--- src/logic/option_cfg_pkg.sv ---
`default_nettype none
package option_cfg_pkg;
  // ********************************************
  // Register map
  // ********************************************
  localparam logic [31:0] OFS_CFG0 = 32'h0000_0000;
  localparam logic [31:0] OFS_CFG1 = 32'h0000_0004;
  localparam logic [31:0] OFS_CTRL = 32'h0000_0008;
  localparam logic [31:0] OFS_STAT = 32'h0000_000C;
  localparam logic [3:0] ADDR_MASK = 4'h0_00C;
  localparam logic [1:0] HTRANS_NONSEQ = 2'h0_2;
  localparam logic [1:0] HTRANS_SEQ = 2'h0_3;
  localparam logic [2:0] HSIZE_WORD = 3'h0_2;

  // ********************************************
  // Unprogrammed byte values
  // ********************************************
  localparam logic [7:0] CFG0_DEFAULT = 8'h00_FC;
  localparam logic [7:0] CFG1_DEFAULT = 8'h00_EF;

  // ********************************************
  // Field positions
  // ********************************************
  localparam int B0_RESERVED = 7;
  localparam int B0_RANGE_LSB = 4;
  localparam int B0_SIZE_LSB = 2;
  localparam int B0_ROP = 1;
  localparam int B0_WP = 0;
  localparam int B1_FACTOR = 7;
  localparam int B1_PLL_BYP = 6;
  localparam int B1_TPLL_BYP = 5;
  localparam int B1_RC_OFF = 4;
  localparam int B1_BO_LSB = 2;
  localparam int B1_WATCHDOG_SOFTWARE_MODE = 1;
  localparam int B1_WATCHDOG_RESET_ON_HALT = 0;
  localparam int CTRL_ERASE = 0;
  localparam int STAT_BUSY = 0;
  localparam int STAT_REFUSED = 1;
  localparam int STAT_ROP = 2;
  localparam int STAT_WP = 3;
  localparam int STAT_PROG = 4;

  // ********************************************
  // First block sizes in bytes
  // ********************************************
  localparam logic [12:0] SIZE_HALF_K = 13'h0_200;
  localparam logic [12:0] SIZE_1K = 13'h0_400;
  localparam logic [12:0] SIZE_2K = 13'h0_800;
  localparam logic [12:0] SIZE_4K = 13'h1_000;

  // ********************************************
  // Types
  // ********************************************
  typedef enum logic [3:0] {
    low_power_range, medium_power_range, medium_speed_range,
    high_speed_range, very_low_power_range, external_clock_input_main,
    external_clock_input_alt, reserved_range, internal_rc
  } clock_source_t;

  typedef enum logic [1:0] {
    brownout_off, brownout_lowest, brownout_medium, brownout_highest
  } brownout_t;

  typedef struct packed {
    clock_source_t clock_source_range;
    logic [12:0] first_block_size;
    logic readout_protect;
    logic write_protect_lock;
    logic pll_factor_select;
    logic main_pll_bypass;
    logic timer_pll_bypass;
    logic internal_rc_off;
    brownout_t brownout_threshold_select;
    logic watchdog_software_mode;
    logic watchdog_reset_on_halt;
  } hw_settings_t;
endpackage
`default_nettype wire

--- src/logic/config_capture.sv ---
`default_nettype none
module config_capture
  import option_cfg_pkg::*;
#(
  parameter int WIDTH = 16
)
(
  // Clock and reset
  input wire logic ref_clk_in,
  input wire logic resetn_in,
  // Stored bytes
  input wire logic [WIDTH-1:0] raw_in,
  output logic [WIDTH-1:0] held_out
);
  // Follow the array while reset is low, freeze afterwards
  always_ff @(posedge ref_clk_in)
  begin
    if (!resetn_in)
    begin
      held_out <= raw_in;
    end
  end
endmodule
`default_nettype wire

--- src/logic/config_decode.sv ---
`default_nettype none
module config_decode
  import option_cfg_pkg::*;
(
  // Clock and reset
  input wire logic ref_clk_in,
  input wire logic resetn_in,
  // Captured bytes
  input wire logic [7:0] byte0_in,
  input wire logic [7:0] byte1_in,
  // Decoded settings
  output hw_settings_t settings_out
);
  // Turn two bytes into settings
  function automatic hw_settings_t decode(input logic [7:0] b0, input logic [7:0] b1);
    hw_settings_t s;
    s = '0;
    s.internal_rc_off = b1[B1_RC_OFF];
    unique case (b0[B0_RANGE_LSB +: 3])
      3'h0_0: s.clock_source_range = low_power_range;
      3'h0_1: s.clock_source_range = medium_power_range;
      3'h0_2: s.clock_source_range = medium_speed_range;
      3'h0_3: s.clock_source_range = high_speed_range;
      3'h0_4: s.clock_source_range = very_low_power_range;
      3'h0_5: s.clock_source_range = external_clock_input_main;
      3'h0_7: s.clock_source_range = external_clock_input_alt;
      default: s.clock_source_range = reserved_range;
    endcase
    if (!b1[B1_RC_OFF])
    begin
      s.clock_source_range = internal_rc;
    end
    unique case (b0[B0_SIZE_LSB +: 2])
      2'h0_0: s.first_block_size = SIZE_HALF_K;
      2'h0_1: s.first_block_size = SIZE_1K;
      2'h0_2: s.first_block_size = SIZE_2K;
      default: s.first_block_size = SIZE_4K;
    endcase
    s.readout_protect = b0[B0_ROP];
    s.write_protect_lock = b0[B0_WP];
    s.pll_factor_select = b1[B1_FACTOR];
    s.main_pll_bypass = b1[B1_PLL_BYP];
    s.timer_pll_bypass = b1[B1_TPLL_BYP];
    unique case (b1[B1_BO_LSB +: 2])
      2'h0_3: s.brownout_threshold_select = brownout_off;
      2'h0_0: s.brownout_threshold_select = brownout_lowest;
      2'h0_1: s.brownout_threshold_select = brownout_medium;
      default: s.brownout_threshold_select = brownout_highest;
    endcase
    s.watchdog_software_mode = b1[B1_WATCHDOG_SOFTWARE_MODE];
    s.watchdog_reset_on_halt = b1[B1_WATCHDOG_RESET_ON_HALT];
    return s;
  endfunction

  // Registered settings, defaults during reset
  always_ff @(posedge ref_clk_in)
  begin
    if (!resetn_in)
    begin
      settings_out <= decode(CFG0_DEFAULT, CFG1_DEFAULT);
    end
    else
    begin
      settings_out <= decode(byte0_in, byte1_in);
    end
  end
endmodule
`default_nettype wire

--- src/logic/option_byte_config_decoder.sv ---
// The placing of the registers and the AHB-Lite interface to the registers were decided locally.
`default_nettype none
module option_byte_config_decoder
  import option_cfg_pkg::*;
(
  // Clock and reset
  input wire logic ref_clk_in,
  input wire logic resetn_in,
  // AHB-Lite slave
  input wire logic hsel_in,
  input wire logic [31:0] haddr_in,
  input wire logic [1:0] htrans_in,
  input wire logic hwrite_in,
  input wire logic [2:0] hsize_in,
  input wire logic [31:0] hwdata_in,
  input wire logic hready_in,
  output logic hreadyout_out,
  output logic hresp_out,
  output logic [31:0] hrdata_out,
  // Non-volatile byte array
  input wire logic [7:0] nv_byte0_in,
  input wire logic [7:0] nv_byte1_in,
  input wire logic nv_write_done_in,
  output logic nv_write_req_out,
  output logic nv_write_sel_out,
  output logic [7:0] nv_write_data_out,
  // Program memory control
  input wire logic mem_erase_done_in,
  output logic mem_erase_req_out,
  output logic program_read_block_out,
  output logic program_write_block_out,
  // Mode and watchdog
  input wire logic prog_mode_in,
  input wire logic watchdog_sw_enable_in,
  input wire logic halt_entry_in,
  output logic halt_reset_out,
  // Decoded settings
  output hw_settings_t settings_out
);
  // ********************************************
  // Declarations
  // ********************************************
  typedef enum logic [2:0] {
    st_idle, st_write, st_mem_erase, st_erase0, st_erase1
  } seq_state_t;

  seq_state_t state_q;
  seq_state_t state_d;
  logic [15:0] held_bytes;
  logic wr_pend_q;
  logic [3:0] wr_addr_q;
  logic rd_sel;
  logic [31:0] rd_data;
  logic wr_fire;
  logic cfg_write;
  logic erase_cmd;
  logic refused_set;
  logic refused_q;
  logic refused_clr;
  logic wp_lock_q;
  logic wp_live;
  logic rop_live;
  logic wdg_active;
  logic word_ok;

  // ********************************************
  // Capture and decode
  // ********************************************
  config_capture #(
    .WIDTH(16)
  ) u_capture (
    .ref_clk_in(ref_clk_in),
    .resetn_in(resetn_in),
    .raw_in({nv_byte1_in, nv_byte0_in}),
    .held_out(held_bytes)
  );

  config_decode u_decode (
    .ref_clk_in(ref_clk_in),
    .resetn_in(resetn_in),
    .byte0_in(held_bytes[7:0]),
    .byte1_in(held_bytes[15:8]),
    .settings_out(settings_out)
  );

  // ********************************************
  // Bus slave
  // ********************************************
  // Address phase qualifiers
  assign word_ok = (hsize_in == HSIZE_WORD);
  assign rd_sel = hsel_in && hready_in && htrans_in[1] && !hwrite_in;

  // Zero wait states, always OKAY
  always_ff @(posedge ref_clk_in)
  begin
    if (!resetn_in)
    begin
      hreadyout_out <= 1'b0;
      hresp_out <= 1'b0;
    end
    else
    begin
      hreadyout_out <= 1'b1;
      hresp_out <= 1'b0;
    end
  end

  // Remember a write address phase
  always_ff @(posedge ref_clk_in)
  begin
    if (!resetn_in)
    begin
      wr_pend_q <= 1'b0;
      wr_addr_q <= 4'h0_0;
    end
    else
    begin
      wr_pend_q <= hsel_in && hready_in && htrans_in[1] && hwrite_in && word_ok;
      wr_addr_q <= haddr_in[3:0] & ADDR_MASK;
    end
  end

  // Read mux; config bytes hidden outside programming mode
  always_comb
  begin
    rd_data = 32'h0000_0000;
    unique case (haddr_in[3:0] & ADDR_MASK)
      OFS_CFG0[3:0]: rd_data[7:0] = prog_mode_in ? nv_byte0_in : 8'h00_00;
      OFS_CFG1[3:0]: rd_data[7:0] = prog_mode_in ? nv_byte1_in : 8'h00_00;
      OFS_CTRL[3:0]: rd_data = 32'h0000_0000;
      default:
      begin
        rd_data[STAT_BUSY] = (state_q != st_idle);
        rd_data[STAT_REFUSED] = refused_q;
        rd_data[STAT_ROP] = settings_out.readout_protect;
        rd_data[STAT_WP] = wp_lock_q;
        rd_data[STAT_PROG] = prog_mode_in;
      end
    endcase
  end

  // Read data registered for the data phase
  always_ff @(posedge ref_clk_in)
  begin
    if (!resetn_in)
    begin
      hrdata_out <= 32'h0000_0000;
    end
    else if (rd_sel)
    begin
      hrdata_out <= word_ok ? rd_data : 32'h0000_0000;
    end
  end

  // ********************************************
  // Write decode and refusal
  // ********************************************
  assign wr_fire = wr_pend_q;
  assign cfg_write = wr_fire &&
    (wr_addr_q == OFS_CFG0[3:0] || wr_addr_q == OFS_CFG1[3:0]);
  assign erase_cmd = wr_fire && (wr_addr_q == OFS_CTRL[3:0]) && hwdata_in[CTRL_ERASE];
  assign refused_clr = wr_fire && (wr_addr_q == OFS_STAT[3:0]) && hwdata_in[STAT_REFUSED];
  assign wp_live = wp_lock_q || nv_byte0_in[B0_WP];
  assign rop_live = nv_byte0_in[B0_ROP];

  // Why a command is refused
  always_comb
  begin
    refused_set = 1'b0;
    if (cfg_write || erase_cmd)
    begin
      if (!prog_mode_in)
      begin
        refused_set = 1'b1;
      end
      else if (wp_live)
      begin
        refused_set = 1'b1;
      end
      else if (state_q != st_idle)
      begin
        refused_set = 1'b1;
      end
      else if (cfg_write && rop_live)
      begin
        refused_set = 1'b1;
      end
    end
  end

  // Sticky refusal flag, set wins over clear
  always_ff @(posedge ref_clk_in)
  begin
    if (!resetn_in)
    begin
      refused_q <= 1'b0;
    end
    else if (refused_set)
    begin
      refused_q <= 1'b1;
    end
    else if (refused_clr)
    begin
      refused_q <= 1'b0;
    end
  end

  // Write protection is permanent once seen
  always_ff @(posedge ref_clk_in)
  begin
    if (!resetn_in)
    begin
      wp_lock_q <= 1'b0;
    end
    else if (settings_out.write_protect_lock || nv_byte0_in[B0_WP])
    begin
      wp_lock_q <= 1'b1;
    end
  end

  // ********************************************
  // Programming sequencer
  // ********************************************
  // Next state
  always_comb
  begin
    state_d = state_q;
    unique case (state_q)
      st_idle:
      begin
        if (!refused_set && cfg_write)
        begin
          state_d = st_write;
        end
        else if (!refused_set && erase_cmd)
        begin
          state_d = rop_live ? st_mem_erase : st_erase0;
        end
      end
      st_write:
      begin
        if (nv_write_done_in)
        begin
          state_d = st_idle;
        end
      end
      st_mem_erase:
      begin
        if (mem_erase_done_in)
        begin
          state_d = st_erase0;
        end
      end
      st_erase0:
      begin
        if (nv_write_done_in)
        begin
          state_d = st_erase1;
        end
      end
      st_erase1:
      begin
        if (nv_write_done_in)
        begin
          state_d = st_idle;
        end
      end
      default: state_d = st_idle;
    endcase
  end

  // State register
  always_ff @(posedge ref_clk_in)
  begin
    if (!resetn_in)
    begin
      state_q <= st_idle;
    end
    else
    begin
      state_q <= state_d;
    end
  end

  // Requests to the byte array and program memory
  always_ff @(posedge ref_clk_in)
  begin
    if (!resetn_in)
    begin
      nv_write_req_out <= 1'b0;
      nv_write_sel_out <= 1'b0;
      nv_write_data_out <= 8'h00_00;
      mem_erase_req_out <= 1'b0;
    end
    else
    begin
      nv_write_req_out <= (state_d == st_write) || (state_d == st_erase0) ||
        (state_d == st_erase1);
      mem_erase_req_out <= (state_d == st_mem_erase);
      if (state_q == st_idle && state_d == st_write)
      begin
        nv_write_sel_out <= (wr_addr_q == OFS_CFG1[3:0]);
        nv_write_data_out <= hwdata_in[7:0];
      end
      else if (state_q != st_erase0 && state_d == st_erase0)
      begin
        nv_write_sel_out <= 1'b0;
        nv_write_data_out <= CFG0_DEFAULT;
      end
      else if (state_q == st_erase0 && state_d == st_erase1)
      begin
        nv_write_sel_out <= 1'b1;
        nv_write_data_out <= CFG1_DEFAULT;
      end
    end
  end

  // ********************************************
  // Protection and watchdog outputs
  // ********************************************
  assign wdg_active = !settings_out.watchdog_software_mode || watchdog_sw_enable_in;

  // Program memory blocking
  always_ff @(posedge ref_clk_in)
  begin
    if (!resetn_in)
    begin
      program_read_block_out <= 1'b0;
      program_write_block_out <= 1'b0;
    end
    else
    begin
      program_read_block_out <= settings_out.readout_protect;
      program_write_block_out <= settings_out.readout_protect || wp_lock_q;
    end
  end

  // Halt entry reset request
  always_ff @(posedge ref_clk_in)
  begin
    if (!resetn_in)
    begin
      halt_reset_out <= 1'b0;
    end
    else
    begin
      halt_reset_out <= halt_entry_in && wdg_active &&
        settings_out.watchdog_reset_on_halt;
    end
  end
endmodule
`default_nettype wire

--- config.mk ---
export PLATFORM = sky130hd
export DESIGN_NAME = option_byte_config_decoder
export DESIGN_NICKNAME = d
export VERILOG_FILES = /design/src/logic/option_cfg_pkg.sv /design/src/logic/config_capture.sv /design/src/logic/config_decode.sv /design/src/logic/option_byte_config_decoder.sv
export SDC_FILE = /design/constraint.sdc
export NUM_CORES = 1
export LEC_CHECK = 0
export BUFFER_PORTS_ARGS = -buffer_cell sky130_fd_sc_hd__buf_2
export CORE_MARGIN = 2
export CORE_UTILIZATION = 35
export DETAILED_ROUTE_END_ITERATION = 16
export MAX_ROUTING_LAYER = met4
export PLACE_DENSITY_LB_ADDON = 0.1
export SYNTH_ARGS = -nofsm -noshare
export SYNTH_HDL_FRONTEND = slang
export SYNTH_SLANG_ARGS = --single-unit
--- constraint.sdc ---
create_clock -name ref_clk_in -period 1.7 [get_ports ref_clk_in]
set_input_delay 0.085 -clock ref_clk_in [delete_from_list [all_inputs] [get_ports ref_clk_in]]
set_output_delay 0.085 -clock ref_clk_in [all_outputs]
set_load 0.01 [all_outputs]
==> results.md, run 1 <==
- Run status: complete, no violations
- Largest net degree at the start of global routing: 36
- Die Area: 7977 um2
- CTS Buf Count: 9
- Worst skew pair latency: 0.33 ns
- Clk_skew: roughly 0.0036 ns
- Area of the multi-input gates: 949.7 um2
- Endpoints failing setup: 0
- GPL Wtd Cong: about 0.80
- DRC viols: 0
- Die Y: about 90 um
- Area leader, netlist: dfxtp_1
- CTS tree: done
- Hold path endpoint: nv_write_data_out[6]$_SDFFE_PN0P_
- IO Pins: 170
- Fin crit share: 96.34%
- Syn-to-layout area delta: 32.27%
- Max Slew Vio Count: 0
- Critical path type: flip-flop to flip-flop
- Clock Pin Slew Worst Setup and Hold Paths: 0.06 ns
- Placed insts: 422
- Minimum clock period: 1.638 ns
- Maximum VDD drop: 0.3020 mV
- Register-to-Register Path Depth: 3
- Reg-to-reg setup timing slack: 0.06 ns
- Yosys top cell area share: 38.51%
- WL final: 5526 um
- Top_reg_cell synth: dfxtp_1
- EDFF count, synth: 15
- Starting Density: ~36%
- Total Nets Final: 449
- Fill count: 717
- Distinct cells, synth: 41
- Number of post-CTS setup repair buffers: 0
- Fin worst setup slack: 0.06226 ns
- Via count: 2,006
- GRT Total Usage: 15.18%
- Post-Syn Area: 2547 um2
- Synthesized instance count: 240
- Clk root buf: clkbuf_8
- Top cells by area, synth: dfxtp_1, edfxtp_1, buf_4
- Longest Clk Path Bufs: 2
- HPWL after DPL: roughly 4000 um
- Seq/Total Area, Yosys: between 50% and 60%
- Max layer used: met4
- Worst Path Arrival: approximately 1.9 ns
- RSZ-0062 raised after global routing: false
- First-pass GRT wire length: 8459 um
- Async S/R FF share, synth: 0%
- Setup WS pre-CTS: -0.02327 ns
- Standard cell core area: 7137 um2
- Antenna Nets Post-Route: 0
- Hold depth: 2
- CP startpoint kind: flip-flop
- Avg WL per Cell: 12.12 um
- Crit Reg-Reg Endpoint: nv_write_data_out[5]$_SDFFE_PN0P_
- FF+latch area: 1431 um2
- Mean post-synth cell area: 10.61 um2
- Std-Cell Rows: 31
- Reg-to-reg startpoint: state_q[1]$_SDFF_PN0_
- GRT overflow: 0
- Max Freq: about 0.6 GHz
- Min-delay src: hwdata_in[6]
- DR WL met2: 2660 um
- Antenna violations before repair: 0
- Synth Register Bits: 64
- DRT met1 WL: 2449 um
- Routed met3 length: 281 um
- Hold Violations, Final: 0
- Drt via density: around 4.4
- Yosys warning total: 0
- H-Tree Depth: 3
- Crit-path max FO: 6
- Pwr/cell area: 937.5 nW/um2
- Non-Filler Instances: 456
- Share of cells above drive strength 1: roughly a third
- Worst setup EP type: flip-flop
- Required time of the critical path: 1.92 ns
- Max-Cap Viols: 0
- Leakage: 0.001532 uW
- N_diodes: 0
- Vias in the first global route: 1,763
- Initial DRC count: slightly below 100
- Port buffer count: 80
- Hold crit path type: input pin to flip-flop
- DIE WIDTH: 89.32 um
- Clock Sinks: 64
- First-pass DRT Iterations: 4
power breakdown:
part	total (uW)	switching [uW]	internal, uW
clock network	1210	545	663
logic	298	163	134
registers	1650	24.0	1630
total	3160	733	2430
flip-flops by register name (all words and copies together) (netlist names):
signal	count
halt_reset_out	1
hrdata_out	8
hreadyout_out	1
mem_erase_req_out	1
nv_write_data_out	8
nv_write_req_out	1
nv_write_sel_out	1
program_read_block_out	1
program_write_block_out	1
refused_q	1
state_q	3
u_capture.held_out	15
u_decode.settings_out	18
wp_lock_q	1
wr_addr_q	2
wr_fire	1
synth_stat cells (all sizes together), types with 2 or more instances:
master   instances
a21oi           13
a221oi           3
and2             6
and3             6
buf             35
clkbuf           6
dfxtp           49
edfxtp          15
ha               2
inv              6
mux2             7
nand2           16
nand2b           6
nand3           12
nor2            16
nor2b            2
nor3             3
nor3b            4
nor4b            2
o2111ai          2
o21ai            5
o221a            5
or2              2
worst max-delay path: stages (launching register included):
cell     delay (ns)
dfxtp_1        0.31
or3_4          0.39
or4_4          0.57
o221a_1        0.26
layout make-up:
class | count | area share (%)
sequential | 64 | 42.48
multi-input combinational | 162 | 28.18
timing repair buffer | 109 | 19.68
clock buffer | 11 | 3.899
tap | 99 | 3.676
clock inverter | 5 | 1.411
inverter | 6 | 0.6684
worst max path at each step:
stage               cells past startpoint                  start  slack, ns                                end
floorplan                               4  state_q[1]$_SDFF_PN0_       0.02  nv_write_data_out[2]$_SDFFE_PN0P_
global placement                        3  state_q[1]$_SDFF_PN0_      -0.03  nv_write_data_out[5]$_SDFFE_PN0P_
detailed placement                      3  state_q[1]$_SDFF_PN0_      -0.02  nv_write_data_out[5]$_SDFFE_PN0P_
CTS                                     3  state_q[1]$_SDFF_PN0_       0.06  nv_write_data_out[5]$_SDFFE_PN0P_
global route                            6  state_q[1]$_SDFF_PN0_     0.0007      nv_write_sel_out$_SDFFE_PN0P_
finish                                  3  state_q[1]$_SDFF_PN0_       0.06  nv_write_data_out[5]$_SDFFE_PN0P_
through the flow:
| step | power (uW) | hold WS, ns | instance area (um2) | utilization (%) | setup TNS [ns] |
|---|---|---|---|---|---|
| global placement | 1951 | 0.2840 | 2995 | 41.97 | -0.1358 |
| detailed placement | 1954 | 0.2811 | 2995 | 41.97 | -0.09683 |
| global route | 3322 | 0.005808 | 3369 | 47.21 | 0 |
| floorplan | 1881 | 0.1127 | 2671 | - | 0 |
| finish | 3159 | 0.02357 | 3369 | 47.21 | 0 |
| CTS | 3213 | 0.0008599 | 3358 | 47.05 | 0 |
what timing repair did:
| item | in CTS | in global routing |
|---|---|---|
| hold buffers | 18 | 0 |
| pin swaps | 0 | 1 |
| hold endpoints to repair | 17 | 0 |
| resized for setup | 1 | 2 |
| endpoints found under the setup margin | 6 | 1 |
metal layers:
metal | up-vias | GRT usage (%)
li1 | 998 | -
met1 | 926 | 18.49
met2 | 72 | 22.49
met3 | 10 | 3.509
met4 | 0 | 9.769
met5 | - | -
layout by cell type, fill, tap and decap left out, types with 6 or more instances in the layout:
| cell type | n |
|---|---|
| buf_4 | 11 |
| inv_1 | 6 |
| dfxtp_1 | 49 |
| nand3_1 | 12 |
| a21oi_1 | 13 |
| clkbuf_8 | 9 |
| mux2_2 | 7 |
| buf_2 | 80 |
| conb_1 | 34 |
| and2_1 | 6 |
| nand2b_1 | 6 |
| dlygate4sd3_1 | 18 |
| nor2_1 | 16 |
| and3_1 | 6 |
| nand2_1 | 16 |
| edfxtp_1 | 15 |
cell families (layout without fill, tap and decap cells):
logic type               Yosys count  in the layout  synth area share, %
other                              1             34               0.1472
AO/OA/AOI/OAI                     35             35                9.676
adder cells (fa/ha/maj)            2              2               0.9822
flip-flops                        64             64                56.19
XOR/XNOR                           1              1               0.3439
AND/OR/NAND/NOR                   83             83                17.58
multiplexers                       7              7                3.094
buffers and inverters             47            131                11.98
No activity file was read; power rests on OpenSTA's default activity.
==> run 2: changes to the inputs <==
- CORE_UTILIZATION: 35 -> 45
- clock period: 1.7 -> 1.93 ns (I/O delays scaled with it)
==> run 2 against run 1 <==
Compared with the run above: highest routed layer unchanged; global-route usage is 1.8 points higher; clock skew is 0.0012 ns higher; via count is 0.70% lower; largest cell class unchanged; largest power group unchanged; count of clock-buffer cells in the layout is 1 higher; clock power is 9% lower; sequential cell count stayed put; design area is 3.6% lower; routed wire length is 8.2% lower; hold slack worse by 0.0025 ns; register-to-register slack better by 0.06 ns; power is 11% lower; worst setup slack better by 0.062 ns.
==> results.md, run 2 (synthesis results as in run 1) <==
- Syn-to-layout area delta: 27.46%
- Run status: complete, no violations
- Initial DRC count: 79
- Worst skew pair latency: 0.32 ns
- Critical path type: flip-flop to flip-flop
- WL final: 5072 um
- Most flops, register: u_decode.settings_out
- CP startpoint kind: flip-flop
- Worst slew pin tran: 0.4947 ns
- CTS tree: done
- Avg WL per Cell: 12.11 um
- Reg-to-reg setup timing slack: 0.12 ns
- Max reg flops: 18
- Vias in the first global route: 1,707
- Antenna Nets Post-Route: 0
- Rel. slew slack: 66.90%
- Commonest non-fill, non-tap cell in the layout: buf_2
- Std-Cell Rows: 27
- GPL Wtd Cong: 0.7574
- Crit Reg-Reg Endpoint: nv_write_data_out[6]$_SDFFE_PN0P_
- Clk_skew: between 0.004 and 0.005 ns
- IO Pins: 170
- Total Nets Final: 439
- Reg-to-reg startpoint: state_q[1]$_SDFF_PN0_
- CTS Buf Count: 9
- Endpoints failing setup: 0
- Die Y: 79.24 um
- Pwr/cell area: between 800 and 900 nW/um2
- Share of cells above drive strength 1: approximately a third
- Maximum VDD drop: between 0.4 and 0.5 mV
- Starting Density: 46.55%
- H-Tree Depth: 3
- Most frequent cells in the layout: buf_2, dfxtp_1, conb_1
- N_diodes: 0
- Min-delay src: watchdog_sw_enable_in
- Largest regs: u_decode.settings_out: 18 flops, u_capture.held_out: 15 flops
- Minimum clock period: 1.806 ns
- HPWL after DPL: 3673 um
- Number of post-CTS setup repair buffers: 0
- Crit-path max FO: 6
- Via count: 1,992
- Max Slew Vio Count: 0
- Final Util: 59.33%
- Fin crit share: 93.58%
- Clk root buf: clkbuf_8
- Max-Cap Viols: 0
- RSZ-0062 raised after global routing: false
- Largest net degree at the start of global routing: 25
- Clock Sinks: 64
- Hold Violations, Final: 0
- Worst setup EP type: flip-flop
- Worst Path Arrival: 2.02 ns
- First-pass GRT wire length: 7859 um
- Longest Clk Path Bufs: 2
- DRC viols: 0
- Register-to-Register Path Depth: 3
- Required time of the critical path: between 2 and 2.5 ns
- DIE WIDTH: 79.24 um
- Post-CTS Resized: 0
- Port buffer count: 80
- Hold depth: 3
- Clock Pin Slew Worst Setup and Hold Paths: around 0.060 ns
- Standard cell core area: around 5500 um2
- TNS Setup: 0 ns
- Antenna violations before repair: 0
- First-pass DRT Iterations: 4
- Hold path endpoint: halt_reset_out$_SDFF_PN0_
- Die Area: 6279 um2
- Leakage: around 0.0015 uW
- Max Freq: 0.5537 GHz
- Drt via density: 4.754
- GRT Total Usage: 16.95%
- GRT overflow: 0
- Hold crit path type: input pin to flip-flop
run 2: cell count changes in the layout (fill, tap and decap cells not counted), sizes merged:
| cell | delta |
|---|---|
| clkbuf | +1 |
| clkinv | -1 |
| buf | -6 |
| dlygate4sd3 | -4 |
run 2: layout make-up:
type                       instances  area (um2)
sequential                        64        1431
fill                             505        2226
clock inverter                     4       45.04
inverter                           6       22.52
timing repair buffer              99       578.1
tap                               72       90.09
multi-input combinational        162       934.6
clock buffer                      12       145.1
run 2: how the worst max path moves through the flow:
stage                                from                           endpoint  slack (ns)  depth (start not counted)
finish              state_q[1]$_SDFF_PN0_  nv_write_data_out[6]$_SDFFE_PN0P_        0.12                          3
global route        state_q[1]$_SDFF_PN0_  nv_write_data_out[4]$_SDFFE_PN0P_        0.04                          4
floorplan           state_q[1]$_SDFF_PN0_  nv_write_data_out[2]$_SDFFE_PN0P_        0.25                          4
global placement    state_q[1]$_SDFF_PN0_  nv_write_data_out[3]$_SDFFE_PN0P_        0.15                          3
detailed placement  state_q[1]$_SDFF_PN0_  nv_write_data_out[3]$_SDFFE_PN0P_        0.13                          3
CTS                 state_q[1]$_SDFF_PN0_  nv_write_data_out[3]$_SDFFE_PN0P_        0.12                          3
run 2: through the flow:
step                instances  power [uW]  hold WS [ns]  setup slack, ns  area, um2
global route              419        2922       0.01797          0.04047       3247
detailed placement        389        1717        0.2900           0.1309       2917
floorplan                 273        1657        0.1242           0.2466       2671
global placement          389        1714        0.2934           0.1490       2917
CTS                       419        2832      0.005786           0.1165       3247
finish                    419        2806       0.02106           0.1239       3247
run 2: routing by layer:
metal	part of all wire, %	routed length, um	global-route usage [%]	vias to the layer above
li1	-	-	-	979
met1	44	2256	21.14	915
met2	46	2336	24.83	87
met3	6.9	351	3.977	11
met4	2.5	127	10.69	0
met5	0	0	-	-
run 2: where the power goes:
part	leakage [uW]	switching, uW	internal [uW]	total (uW)
combinational	0.000836	140	111	252
sequential	0.000548	21.3	1430	1460
clock	0.000100	472	626	1100
total	0.00148	633	2170	2810
run 2: what timing repair did:
action                     CTS  global route
setup endpoints to repair    0             0
hold endpoints to repair    14             0
hold buffers                14             0
run 2: worst max-delay path: stages (launching register included):
cell     delay (ns)
dfxtp_1        0.34
or3_4          0.41
or4_1          0.65
o221a_1        0.30
